### src/rtl/dchp_pkg.sv
// constants, types and decode helpers for the disk controller host port
// assumes a 100 MHz crystal clock and a host bus sampled synchronously to it
package dchp_pkg;

  // port blocks: eight ports at the low base, two claimed at the high base
  localparam logic [9:0] PRI_BASE_LO = 10'h1F0;
  localparam logic [9:0] PRI_BASE_HI = 10'h3F0;
  localparam logic [9:0] SEC_BASE_LO = 10'h170;
  localparam logic [9:0] SEC_BASE_HI = 10'h370;

  // port offsets inside a block
  localparam logic [2:0] OFS_DATA = 3'h0;
  localparam logic [2:0] OFS_PRECOMP = 3'h1;
  localparam logic [2:0] OFS_CTRL = 3'h6;
  localparam logic [2:0] OFS_AUX = 3'h7;
  localparam logic [2:0] OFS_FDC_OPS = 3'h2;
  localparam logic [2:0] OFS_FDC_CHIP_A = 3'h4;
  localparam logic [2:0] OFS_FDC_CHIP_B = 3'h5;
  localparam logic [2:0] OFS_FDC_CTRL = 3'h7;

  // reset values
  localparam logic [7:0] PRECOMP_RESET = 8'h20;
  localparam logic [7:0] CTRL_RESET = 8'h00;

  // control register fields
  localparam int CTRL_IRQ_OFF_BIT = 1;
  localparam int CTRL_SOFT_RST_BIT = 2;
  localparam int CTRL_MANY_HEADS_BIT = 3;
  localparam int CTRL_DMA_EN_BIT = 4;

  // timing: component reset stretched to 24 half-rate clock periods
  localparam int CLK_PERIOD_NS = 10;
  localparam int COMPONENT_RESET_OUT_MIN_NS = 480;
  localparam int COMPONENT_RESET_OUT_CYCLES = (COMPONENT_RESET_OUT_MIN_NS + CLK_PERIOD_NS - 1) / CLK_PERIOD_NS;
  localparam logic [5:0] COMPONENT_RESET_OUT_LOAD = 6'(COMPONENT_RESET_OUT_CYCLES);

  typedef enum logic [1:0] {WR_IDLE, WR_LOW, WR_HIGH} dchp_wr_state_t;

  // true when an address falls in the eight-port block of a base
  function automatic logic dchp_in_block(input logic [9:0] addr, input logic [9:0] base);
    dchp_in_block = (addr[9:3] == base[9:3]);
  endfunction

endpackage

### src/rtl/dchp_data_if.sv
// word channel between the host port and the byte packer
// assumes both ends run on the same clock
interface dchp_data_if;
  logic [15:0] rd_word;
  logic rd_valid;
  logic rd_pop;
  logic [15:0] wr_word;
  logic wr_push;
  logic wr_space;
  logic byte_mode;

  modport host (input rd_word, input rd_valid, input wr_space,
                output rd_pop, output wr_word, output wr_push, output byte_mode);
  modport pack (output rd_word, output rd_valid, output wr_space,
                input rd_pop, input wr_word, input wr_push, input byte_mode);
endinterface

### src/rtl/dchp_decode.sv
// host port address decoder, purely combinational
// assumes the address is already latched for the current cycle
module dchp_decode
  import dchp_pkg::*;
(
  // address and configuration
  input wire logic [9:0] addr,
  input wire logic primary_sel,
  input wire logic floppy_config,
  // decoded selects
  output logic hit,
  output logic [3:0] port_sel,
  output logic fdc_chip,
  output logic fdc_ops,
  output logic fdc_ctrl
);
  logic [9:0] base_lo;
  logic [9:0] base_hi;
  logic in_lo;
  logic in_hi;
  logic hi_claim;

  assign base_lo = primary_sel ? PRI_BASE_LO : SEC_BASE_LO;
  assign base_hi = primary_sel ? PRI_BASE_HI : SEC_BASE_HI;
  assign in_lo = dchp_in_block(addr, base_lo);
  assign in_hi = dchp_in_block(addr, base_hi);
  assign hi_claim = in_hi && (addr[2:0] == OFS_CTRL || addr[2:0] == OFS_AUX);
  assign hit = in_lo || hi_claim;
  assign port_sel = {in_hi, addr[2:0]};
  assign fdc_chip = floppy_config && in_hi && (addr[2:0] == OFS_FDC_CHIP_A || addr[2:0] == OFS_FDC_CHIP_B);
  assign fdc_ops = floppy_config && in_hi && (addr[2:0] == OFS_FDC_OPS);
  assign fdc_ctrl = floppy_config && in_hi && (addr[2:0] == OFS_FDC_CTRL);
endmodule

### src/rtl/dchp_pack.sv
// byte/word packer between the buffer byte stream and the 16-bit data port
// assumes bytes arrive low byte first; byte mode moves single low bytes
module dchp_pack
  import dchp_pkg::*;
(
  // clock and reset
  input wire logic clk,
  input wire logic rst,
  input wire logic ce,
  // word side
  dchp_data_if.pack dp,
  // buffer side, read direction
  input wire logic [7:0] rd_byte,
  input wire logic rd_byte_valid,
  output logic rd_byte_ready,
  // buffer side, write direction
  output logic [7:0] wr_byte,
  output logic wr_byte_valid,
  input wire logic wr_byte_ready
);
  logic [15:0] rd_word_r;
  logic rd_valid_r;
  logic rd_half_r;
  logic [15:0] wr_word_r;
  dchp_wr_state_t wr_state_r;
  dchp_wr_state_t wr_state_nxt;
  logic rd_take;
  logic rd_last;

  assign rd_byte_ready = !rd_valid_r && !rst;
  assign rd_take = rd_byte_ready && rd_byte_valid;
  assign rd_last = rd_half_r || dp.byte_mode;
  assign dp.rd_word = rd_word_r;
  assign dp.rd_valid = rd_valid_r;
  assign dp.wr_space = (wr_state_r == WR_IDLE) && !rst;
  assign wr_byte = (wr_state_r == WR_HIGH) ? wr_word_r[15:8] : wr_word_r[7:0];
  assign wr_byte_valid = (wr_state_r != WR_IDLE) && !rst;

  // gathering restarts at once on pop so a burst never waits more than two bytes
  always_ff @(posedge clk) begin
    if (rst) begin
      rd_word_r <= 16'h0000;
      rd_valid_r <= 1'b0;
      rd_half_r <= 1'b0;
    end else if (ce) begin
      if (dp.rd_pop) begin
        rd_valid_r <= 1'b0;
      end else if (rd_take) begin
        if (rd_half_r) begin
          rd_word_r[15:8] <= rd_byte;
        end else begin
          rd_word_r <= {8'h00, rd_byte};
        end
        rd_half_r <= !rd_last;
        rd_valid_r <= rd_last;
      end
    end
  end

  always_comb begin
    wr_state_nxt = wr_state_r;
    unique case (wr_state_r)
      WR_IDLE: begin
        if (dp.wr_push) begin
          wr_state_nxt = WR_LOW;
        end
      end
      WR_LOW: begin
        if (wr_byte_ready) begin
          wr_state_nxt = dp.byte_mode ? WR_IDLE : WR_HIGH;
        end
      end
      WR_HIGH: begin
        if (wr_byte_ready) begin
          wr_state_nxt = WR_IDLE;
        end
      end
    endcase
  end

  always_ff @(posedge clk) begin
    if (rst) begin
      wr_state_r <= WR_IDLE;
      wr_word_r <= 16'h0000;
    end else if (ce) begin
      wr_state_r <= wr_state_nxt;
      if (dp.wr_push && wr_state_r == WR_IDLE) begin
        wr_word_r <= dp.wr_word;
      end
    end
  end
endmodule

### src/rtl/dchp_top.sv
// host programmed I/O port of a fixed disk controller
// assumes host strobes, address and data are synchronous to the 100 MHz clock
module dchp_top
  import dchp_pkg::*;
(
  // clock, reset, enable
  input wire logic clk,
  input wire logic reset,
  input wire logic ce,
  // host bus address and control
  input wire logic [9:0] host_port_address,
  input wire logic aen,
  input wire logic bale,
  input wire logic ior_n,
  input wire logic iow_n,
  // host data bus
  input wire logic [7:0] host_data_low_in,
  input wire logic [7:0] host_data_high_in,
  output logic [7:0] host_data_low_out,
  output logic [7:0] host_data_high_out,
  output logic host_data_low_oe,
  output logic host_data_high_oe,
  // host handshakes
  output logic iocs16_n,
  output logic irq14,
  output logic dreq,
  input wire logic dack_n,
  // board configuration
  input wire logic primary_sel,
  input wire logic floppy_config,
  // floppy co-controller selects
  output logic fdc_chip_select_n,
  output logic fdc_ctrl_reg_select_n,
  output logic fdc_ops_reg_select_n,
  // resets and clocks
  input wire logic host_reset_in,
  output logic component_reset_out,
  output logic half_rate_clock_out,
  output logic full_rate_clock_out,
  // controller core: task registers and events
  output logic [3:0] task_sel,
  output logic task_wr,
  output logic [7:0] task_wr_data,
  input wire logic [7:0] task_rd_data,
  input wire logic irq_request,
  input wire logic ecc_byte_mode,
  input wire logic dma_dir_read,
  // controller core: buffer byte stream
  input wire logic [7:0] rd_byte,
  input wire logic rd_byte_valid,
  output logic rd_byte_ready,
  output logic [7:0] wr_byte,
  output logic wr_byte_valid,
  input wire logic wr_byte_ready,
  // drive write control
  input wire logic write_req,
  input wire logic [10:0] cylinder,
  output logic write_gate,
  output logic precomp_enable_out
);

  ////////////////////////////////////////////////////////////////////////////
  // reset and cycle framing

  logic rst_any;
  logic bale_d_r;
  logic ior_d_r;
  logic iow_d_r;
  logic [9:0] cyc_addr_r;
  logic cyc_pio_r;
  logic bale_rise;
  logic ior_rise;
  logic iow_rise;

  // host reset acts like the local reset, except that only the local reset clears the half-rate clock divider
  assign rst_any = reset || host_reset_in;
  assign bale_rise = bale && !bale_d_r;
  assign ior_rise = ior_n && !ior_d_r;
  assign iow_rise = iow_n && !iow_d_r;

  always_ff @(posedge clk) begin
    if (rst_any) begin
      bale_d_r <= 1'b0;
      ior_d_r <= 1'b1;
      iow_d_r <= 1'b1;
      cyc_addr_r <= 10'h000;
      cyc_pio_r <= 1'b0;
    end else if (ce) begin
      bale_d_r <= bale;
      ior_d_r <= ior_n;
      iow_d_r <= iow_n;
      if (bale_rise) begin
        cyc_addr_r <= host_port_address;
        cyc_pio_r <= !aen;
      end
    end
  end

  ////////////////////////////////////////////////////////////////////////////
  // address decode

  logic dec_hit;
  logic [3:0] dec_sel;
  logic dec_fdc_chip;
  logic dec_fdc_ops;
  logic dec_fdc_ctrl;
  logic pio_hit;
  logic dma_cycle;
  logic sel_data;
  logic sel_precomp;
  logic sel_ctrl;
  logic sel_task;

  dchp_decode u_decode (
    .addr(cyc_addr_r),
    .primary_sel(primary_sel),
    .floppy_config(floppy_config),
    .hit(dec_hit),
    .port_sel(dec_sel),
    .fdc_chip(dec_fdc_chip),
    .fdc_ops(dec_fdc_ops),
    .fdc_ctrl(dec_fdc_ctrl)
  );

  // a DMA cycle reaches only the data port, and only when acknowledged
  assign pio_hit = cyc_pio_r && dec_hit;
  assign dma_cycle = aen && !dack_n;
  assign sel_data = (pio_hit && dec_sel == {1'b0, OFS_DATA}) || dma_cycle;
  assign sel_precomp = pio_hit && dec_sel == {1'b0, OFS_PRECOMP};
  assign sel_ctrl = pio_hit && dec_sel == {1'b1, OFS_CTRL};
  assign sel_task = pio_hit && !sel_data && !sel_precomp && !sel_ctrl;

  ////////////////////////////////////////////////////////////////////////////
  // packer

  dchp_data_if dp_if ();

  dchp_pack u_pack (
    .clk(clk),
    .rst(rst_any),
    .ce(ce),
    .dp(dp_if.pack),
    .rd_byte(rd_byte),
    .rd_byte_valid(rd_byte_valid),
    .rd_byte_ready(rd_byte_ready),
    .wr_byte(wr_byte),
    .wr_byte_valid(wr_byte_valid),
    .wr_byte_ready(wr_byte_ready)
  );

  ////////////////////////////////////////////////////////////////////////////
  // host reads

  logic rd_active;
  logic [15:0] rd_data_r;
  logic rd_oe_r;
  logic rd_wide_r;
  logic [7:0] port_rd_byte;

  assign rd_active = !ior_n && (pio_hit || dma_cycle) && !rst_any;
  assign port_rd_byte = task_rd_data;
  assign task_sel = dec_sel;
  assign dp_if.byte_mode = ecc_byte_mode;
  // the word is consumed when the strobe ends, so a held strobe reads it steadily
  assign dp_if.rd_pop = ior_rise && sel_data && dp_if.rd_valid;

  always_ff @(posedge clk) begin
    if (rst_any) begin
      rd_data_r <= 16'h0000;
      rd_oe_r <= 1'b0;
      rd_wide_r <= 1'b0;
    end else if (ce) begin
      rd_oe_r <= rd_active;
      rd_wide_r <= rd_active && sel_data && !ecc_byte_mode;
      if (rd_active) begin
        rd_data_r <= sel_data ? dp_if.rd_word : {8'h00, port_rd_byte};
      end
    end
  end

  assign host_data_low_out = rd_data_r[7:0];
  assign host_data_high_out = rd_data_r[15:8];
  assign host_data_low_oe = rd_oe_r;
  assign host_data_high_oe = rd_oe_r && rd_wide_r;

  ////////////////////////////////////////////////////////////////////////////
  // host writes and port registers

  logic [15:0] wr_lat_r;
  logic [7:0] precomp_r;
  logic [7:0] ctrl_r;
  logic task_wr_r;
  logic [7:0] task_wr_data_r;
  logic wr_commit;

  // bus data is held while the strobe is low and committed on its rising edge
  assign wr_commit = iow_rise && (pio_hit || dma_cycle);
  assign dp_if.wr_word = wr_lat_r;
  assign dp_if.wr_push = wr_commit && sel_data;

  always_ff @(posedge clk) begin
    if (rst_any) begin
      wr_lat_r <= 16'h0000;
      precomp_r <= PRECOMP_RESET;
      ctrl_r <= CTRL_RESET;
      task_wr_r <= 1'b0;
      task_wr_data_r <= 8'h00;
    end else if (ce) begin
      task_wr_r <= wr_commit && sel_task;
      if (!iow_n) begin
        wr_lat_r <= {ecc_byte_mode ? 8'h00 : host_data_high_in, host_data_low_in};
      end
      if (wr_commit && sel_precomp) begin
        precomp_r <= wr_lat_r[7:0];
      end
      if (wr_commit && sel_ctrl) begin
        ctrl_r <= wr_lat_r[7:0];
      end
      if (wr_commit && sel_task) begin
        task_wr_data_r <= wr_lat_r[7:0];
      end
    end
  end

  assign task_wr = task_wr_r;
  assign task_wr_data = task_wr_data_r;

  ////////////////////////////////////////////////////////////////////////////
  // handshakes to the host

  logic irq_r;

  // 16-bit select is combinational so the host sees it early in the cycle
  assign iocs16_n = !(pio_hit && sel_data && !ecc_byte_mode && !rst_any);
  assign dreq = ctrl_r[CTRL_DMA_EN_BIT] && !rst_any
                && (dma_dir_read ? dp_if.rd_valid : dp_if.wr_space);

  always_ff @(posedge clk) begin
    if (rst_any) begin
      irq_r <= 1'b0;
    end else if (ce) begin
      irq_r <= irq_request && !ctrl_r[CTRL_IRQ_OFF_BIT];
    end
  end

  assign irq14 = irq_r;

  // floppy chip select follows both host strobes of a decoded cycle, the register selects only the write strobe
  logic host_strobe;
  assign host_strobe = cyc_pio_r && (!ior_n || !iow_n) && !rst_any;
  assign fdc_chip_select_n = !(host_strobe && dec_fdc_chip);
  assign fdc_ops_reg_select_n = !(host_strobe && !iow_n && dec_fdc_ops);
  assign fdc_ctrl_reg_select_n = !(host_strobe && !iow_n && dec_fdc_ctrl);

  ////////////////////////////////////////////////////////////////////////////
  // component reset and clocks

  logic [5:0] rst_cnt_r;
  logic half_clk_r;

  // stretched so slow parts on the board see a long enough pulse
  always_ff @(posedge clk) begin
    if (rst_any) begin
      rst_cnt_r <= COMPONENT_RESET_OUT_LOAD;
    end else if (ce) begin
      if (ctrl_r[CTRL_SOFT_RST_BIT]) begin
        rst_cnt_r <= COMPONENT_RESET_OUT_LOAD;
      end else if (rst_cnt_r != 6'h00) begin
        rst_cnt_r <= rst_cnt_r - 6'h01;
      end
    end
  end

  assign component_reset_out = host_reset_in || rst_cnt_r != 6'h00;

  always_ff @(posedge clk) begin
    if (reset) begin
      half_clk_r <= 1'b0;
    end else if (ce) begin
      half_clk_r <= !half_clk_r;
    end
  end

  assign half_rate_clock_out = half_clk_r;
  // forwarded crystal clock; a gated copy would break the duty cycle
  assign full_rate_clock_out = clk;

  ////////////////////////////////////////////////////////////////////////////
  // write gate and reduced write current

  logic write_gate_r;
  logic precomp_r_en;
  logic above_threshold;

  assign above_threshold = cylinder >= {1'b0, precomp_r, 2'b00};

  always_ff @(posedge clk) begin
    if (rst_any) begin
      write_gate_r <= 1'b0;
      precomp_r_en <= 1'b0;
    end else if (ce) begin
      write_gate_r <= write_req;
      precomp_r_en <= write_req && above_threshold && !ctrl_r[CTRL_MANY_HEADS_BIT];
    end
  end

  assign write_gate = write_gate_r;
  assign precomp_enable_out = precomp_r_en && write_gate_r;
endmodule

### config.mk
export PLATFORM = sky130hd
export DESIGN_NAME = dchp_top
export DESIGN_NICKNAME = d
export VERILOG_FILES = /design/src/rtl/dchp_pkg.sv /design/src/rtl/dchp_data_if.sv /design/src/rtl/dchp_decode.sv /design/src/rtl/dchp_pack.sv /design/src/rtl/dchp_top.sv
export SDC_FILE = /design/constraint.sdc
export NUM_CORES = 1
export LEC_CHECK = 0
export BUFFER_PORTS_ARGS = -buffer_cell sky130_fd_sc_hd__buf_4
export CORE_ASPECT_RATIO = 2
export CORE_MARGIN = 2
export CORE_UTILIZATION = 24
export DETAILED_ROUTE_END_ITERATION = 7
export PLACE_DENSITY = 0.42
export SLEW_MARGIN = 20
export SYNTH_ARGS = -nofsm -noshare
export SYNTH_HDL_FRONTEND = slang
export SYNTH_SLANG_ARGS = --single-unit
### constraint.sdc
create_clock -name clk -period 2 [get_ports clk]
set_input_delay 0.3 -clock clk [delete_from_list [all_inputs] [get_ports clk]]
set_output_delay 0.3 -clock clk [all_outputs]
set_load 0.01 [all_outputs]
After elaboration in Yosys (flattened, before gate mapping)
Cells that the tools add are included.

Memories kept: 0. Input port bits: 70. Word-level logic and storage cells: 155. Memory bits (read-only): 0. Flip-flop bits (word level): 116. RAM bits: 0. Latch bits: 0.

Divide/modulo/power cells: 0. Mux-type cells: 16. Reduce and logical (&&, ||, !) cells: 96. Bitwise operators: 3. Multiply operators: 0. $add $sub $neg: 1. Shift-type cells: 0. Magnitude comparators: 1. Eq/ne operators: 14.

Operators by type and width (count): 1-bit logical AND (48); 8-bit 2-to-1 mux (5); 1-bit zero test (21); 2-bit AND reduction (9); 16-bit 2-to-1 mux (1); 7-bit == test (2); 3-bit == test (second input constant) (4); 6-bit 2-to-1 mux (2); 11-bit by 10-bit >= comparator with 1-bit output (1); 1-bit logical OR (9); 2-bit 2-to-1 mux (4); 4-bit AND reduction (2); 2-bit one-hot mux with 3 select lines (1); 2-bit nonzero test (3); 6-bit nonzero test (1); 6-bit by 1-bit subtractor with 6-bit output (second input constant) (1); 4-bit by 1-bit == test with 1-bit output (second input constant) (1); 4-bit == test (second input constant) (1); 4-bit zero test (1); 2-bit != test (second input constant) (2); 3-bit by 2-bit == test with 1-bit output (second input constant) (1); 1-bit 2-to-1 mux (3); 1-bit NOT (3); 3-bit AND reduction (1); other kinds (4) (4).

Longest topological paths before layout
Word-level depth: 13. Gate-level depth with buffers: 8.

Modules after synthesis
From an unflattened synthesis, not the netlist that was laid out.

Cells, all modules: 610. Area, all modules: 5166.2 um^2.

By module, submodules not included: dchp_top (sequential area each 1581.5 um^2, area an instance 3457.1 um^2, cells an instance 401, instances 1); dchp_pack (sequential area each 720.7 um^2, area an instance 1579.0 um^2, cells an instance 188, instances 1); dchp_decode (sequential area each 0.0 um^2, area an instance 130.1 um^2, cells an instance 21, instances 1).

==> flow_summary_export.csv <==
group,metric,value,unit
worst_setup_path,worstSetupPathType,"flip-flop to output port",
synth,ys_top_cells_by_area,"dfxtp_1 47%, mux2i_1 9.5%, a21oi_1 6.1%",
detailed_routing,ant_nets,0,
synth,synth_top_family_by_area,"simple AND/OR/NAND/NOR gates",
power_and_ir_drop,peakVddDrop,0.000417,V
synth,async_reset_ff_share,0,%
synth,avgSynthCellArea,8.75,um2
detailed_routing,dr.pass1.iters,4,
worst_setup_path,crit_cells,5,
timing,setup_violations,5,
worst_setup_path,reg2reg_to,"u_pack.wr_word_r[5]",
die,num_rows,74,
die,die_x,105,um
worst_setup_path,r2r-start,"cyc_addr_r[3]",
synth,synth-compound-area-share,12.5,%
detailed_routing,routed_wl,15700,um
synth,synth_warnings,0,
detailed_routing,wl_per_cell,15.9,um
timing,finalClockSkew,0.00968,ns
worst_setup_path,path_cells,"inv_2, ha_4, or4b_4, or3_4, buf_6",
die,io_pins,122,
detailed_routing,drcViolationCount,0,
global_routing,overflow,0,
placed_design,place_hpwl,11400,um
synth,synth-xor-area-share,0.709,%
timing,maxSlewHeadroom,58.6,%
synth,synth-simple-area-share,20.5,%
worst_setup_path,cp.required,1.70,ns
worst_setup_path,crit_path_top_delay_cell,"or4b_4",
die,dieArea,21800,um2
timing,setup_slack,-0.301,ns
die,core,20300,um2
synth,syn-num-nets,647,
final_layout,drive_above_1_share,32.4,%
worst_setup_path,worst-path-max-fanout,2,
timing,worst_slew_pin_slew,0.621,ns
synth,yosys.area_share.adder,3.04,%
worst_setup_path,cp-end-kind,"output port",
timing,timing.final.crit_share,115,%
global_routing,grt_start_max_net_pins,45,
final_layout,final_util,35.5,%
outcome,status,"finished, violations left",
worst_setup_path,crit_end,"component_reset_out",
final_layout,nets,789,
run,drv_cap,0,
worst_setup_path,critPathArrivalTime,2.00,ns
final_layout,antenna_cells,0,
synth,ys_seq_area_share,46.6,%
die,die_y,207,um
worst_setup_path,reg2reg_depth,8,
detailed_routing,drtIter0Drc,200,
synth,yosysTopAreaCell,"dfxtp_1",
final_layout,area_growth_syn_to_layout,45.6,%
synth,synthCells,565,
placed_design,io_buffers,121,
detailed_routing,vias,4492,
timing,fmax,435,MHz
global_routing,grt_pass1_wl,24200,um
global_routing,antenna_found_initial,0,
timing,hold_viol_final,0,
timing,slew_violations,0,
synth,synth_top_area_share,46.6,%
global_routing,grt_usage,14.6,%
hold_path,min_path_type,"input pin to flip-flop",
placed_design,post_dp_cell_area,6190,um2
clock_tree,clk_pin_slew,0.06,ns
worst_setup_path,r2r_slack,0.12,ns
global_routing,grt_pass1_vias,4543,
synth,yosysMostFrequentCell,"dfxtp_1",
clock_tree,tritoncts,"done",
timing,rsz0062_at_grt,"yes",
power_and_ir_drop,p_per_area,817,nW/um2
worst_setup_path,cp.buffers_inverters,2,
final_layout,stdcell_area,7200,um2
synth,synth_edf_count,0,
timing,period_minus_slack,2.30,ns
synth,ys_seq_elements,115,
outcome,violations,"negative setup slack",
die,initial_core_util,24.4,%
synth,synth_ff_type,"dfxtp_1",
synth,synthesis.area,4940,um2
synth,synthTopCellsByCount,"115 x dfxtp_1, 75 x nand2_1, 62 x nor2_1",
synth,synthMuxAreaShare,11.3,%
worst_setup_path,crit_family,"simple AND/OR/NAND/NOR gates",
power_and_ir_drop,p_leak,3.05,nW
worst_setup_path,cp_slowest_stage_delay,0.46,ns
clock_tree,clock_latency,0.52,ns
worst_setup_path,startpoint,"rst_cnt_r[1]",
synth,ys_types,52,
worst_setup_path,startpoint_type,"flip-flop",
placed_design,gp_congestion,0.740,
detailed_routing,via_per_inst,4.56,
==> worst register-to-register path, stage by stage, from the launching register on <==
cell,delay (ns)
dfxtp_2,0.31
nand3b_1,0.21
buf_6,0.16
nand4bb_4,0.21
buf_6,0.16
a211o_1,0.29
buf_12,0.18
mux2i_1,0.16
nor2_1,0.06
==> cells by family (layout without fill, tap and decap cells) <==
logic type | Yosys count | in the layout
muxes | 55 | 55
buffers and inverters | 56 | 210
and+or+nand+nor | 211 | 211
AOI/OAI and AO/OA | 112 | 112
xor gates and xnor gates | 4 | 4
DFF | 115 | 115
adders and majority gates | 12 | 12
==> metrics by stage <==
step / cells / hold WS (ns) / setup WS [ns] / power [mW] / setup TNS [ns]
finish: 985 / 0.0358 / -0.301 / 5.88 / -0.733
detailed placement: 937 / 0.392 / 0.0854 / 2.81 / 0
CTS: 983 / 0.0193 / -0.285 / 5.96 / -0.834
global route: 985 / 0.0136 / -0.352 / 6.13 / -1.27
global placement: 937 / 0.392 / 0.117 / 2.80 / 0
floorplan: 565 / 0.372 / 0.257 / 2.60 / 0
==> cells in the final DEF, fill, tap and decap left out, types with 3 or more instances in the layout <==
master,count
mux2_4,8
clkbuf_16,20
dfxtp_2,6
o31ai_1,3
o32ai_1,3
nand3b_1,3
buf_6,14
a211oi_1,3
a21oi_1,59
nor3_1,8
and2_1,4
nor3b_1,9
nand2_1,74
o21ai_0,33
inv_1,14
xnor2_1,3
inv_2,3
nand4_1,7
nor2_1,60
mux2i_1,46
nand3_1,17
buf_4,138
dfxtp_1,107
clkinvlp_4,6
ha_4,3
nor2b_1,3
ha_1,9
==> how the worst min path moves through the flow <==
stage                                      to            startpoint  depth (start not counted)  slack (ns)
after floorplan           half_rate_clock_out                 reset                          1        0.37
after global placement    full_rate_clock_out                   clk                          1        0.39
final                        dp_if.wr_word[0]   host_data_low_in[0]                          3        0.04
after global routing            cyc_addr_r[7]  host_port_address[7]                          3        0.01
after detailed placement  full_rate_clock_out                   clk                          1        0.39
after CTS                       cyc_addr_r[7]  host_port_address[7]                          3        0.02
==> per-layer routing <==
metal	part of all wire, %	up-vias	routed length [um]	global-route usage, %
li1	-	2240	-	-
met1	38	2135	6020	15.1
met2	56	101	8730	27.5
met3	3.6	16	563	3.30
met4	2.2	0	341	7.19
met5	0	-	0	0
==> state kept, by name, indices dropped and copies added, names as in the netlist, 2 cells and up <==
register           flops
dp_if.wr_word         16
rd_data_r             16
u_pack.dp.rd_word     16
u_pack.wr_word_r      16
cyc_addr_r            10
precomp_r              8
task_wr_data           8
rst_cnt_r              6
ctrl_r                 4
u_pack.wr_state_r      2
==> area by class of cell <==
| type | count | area, um2 |
|---|---|---|
| multi-input cells | 394 | 2590 |
| fillers | 2082 | 13100 |
| inverters | 19 | 73.8 |
| well taps | 266 | 333 |
| repair buffers | 156 | 1260 |
| clock buffers | 23 | 515 |
| flip-flops and latches | 115 | 2320 |
| clock inverters | 12 | 111 |
==> power by group <==
part	internal, mW	switching (mW)
Combinational	0.194	0.210
Sequential	2.32	0.0239
Clock	1.98	1.16
==> timing repair <==
action	CTS	global route
resized for setup	47	25
pin swaps	14	6
buffers inserted	11	2
hold buffers	2	0
gates cloned	0	0
setup endpoints to repair	15	31
endpoints found under the hold margin	2	0
No activity file was read; power rests on OpenSTA's default activity.
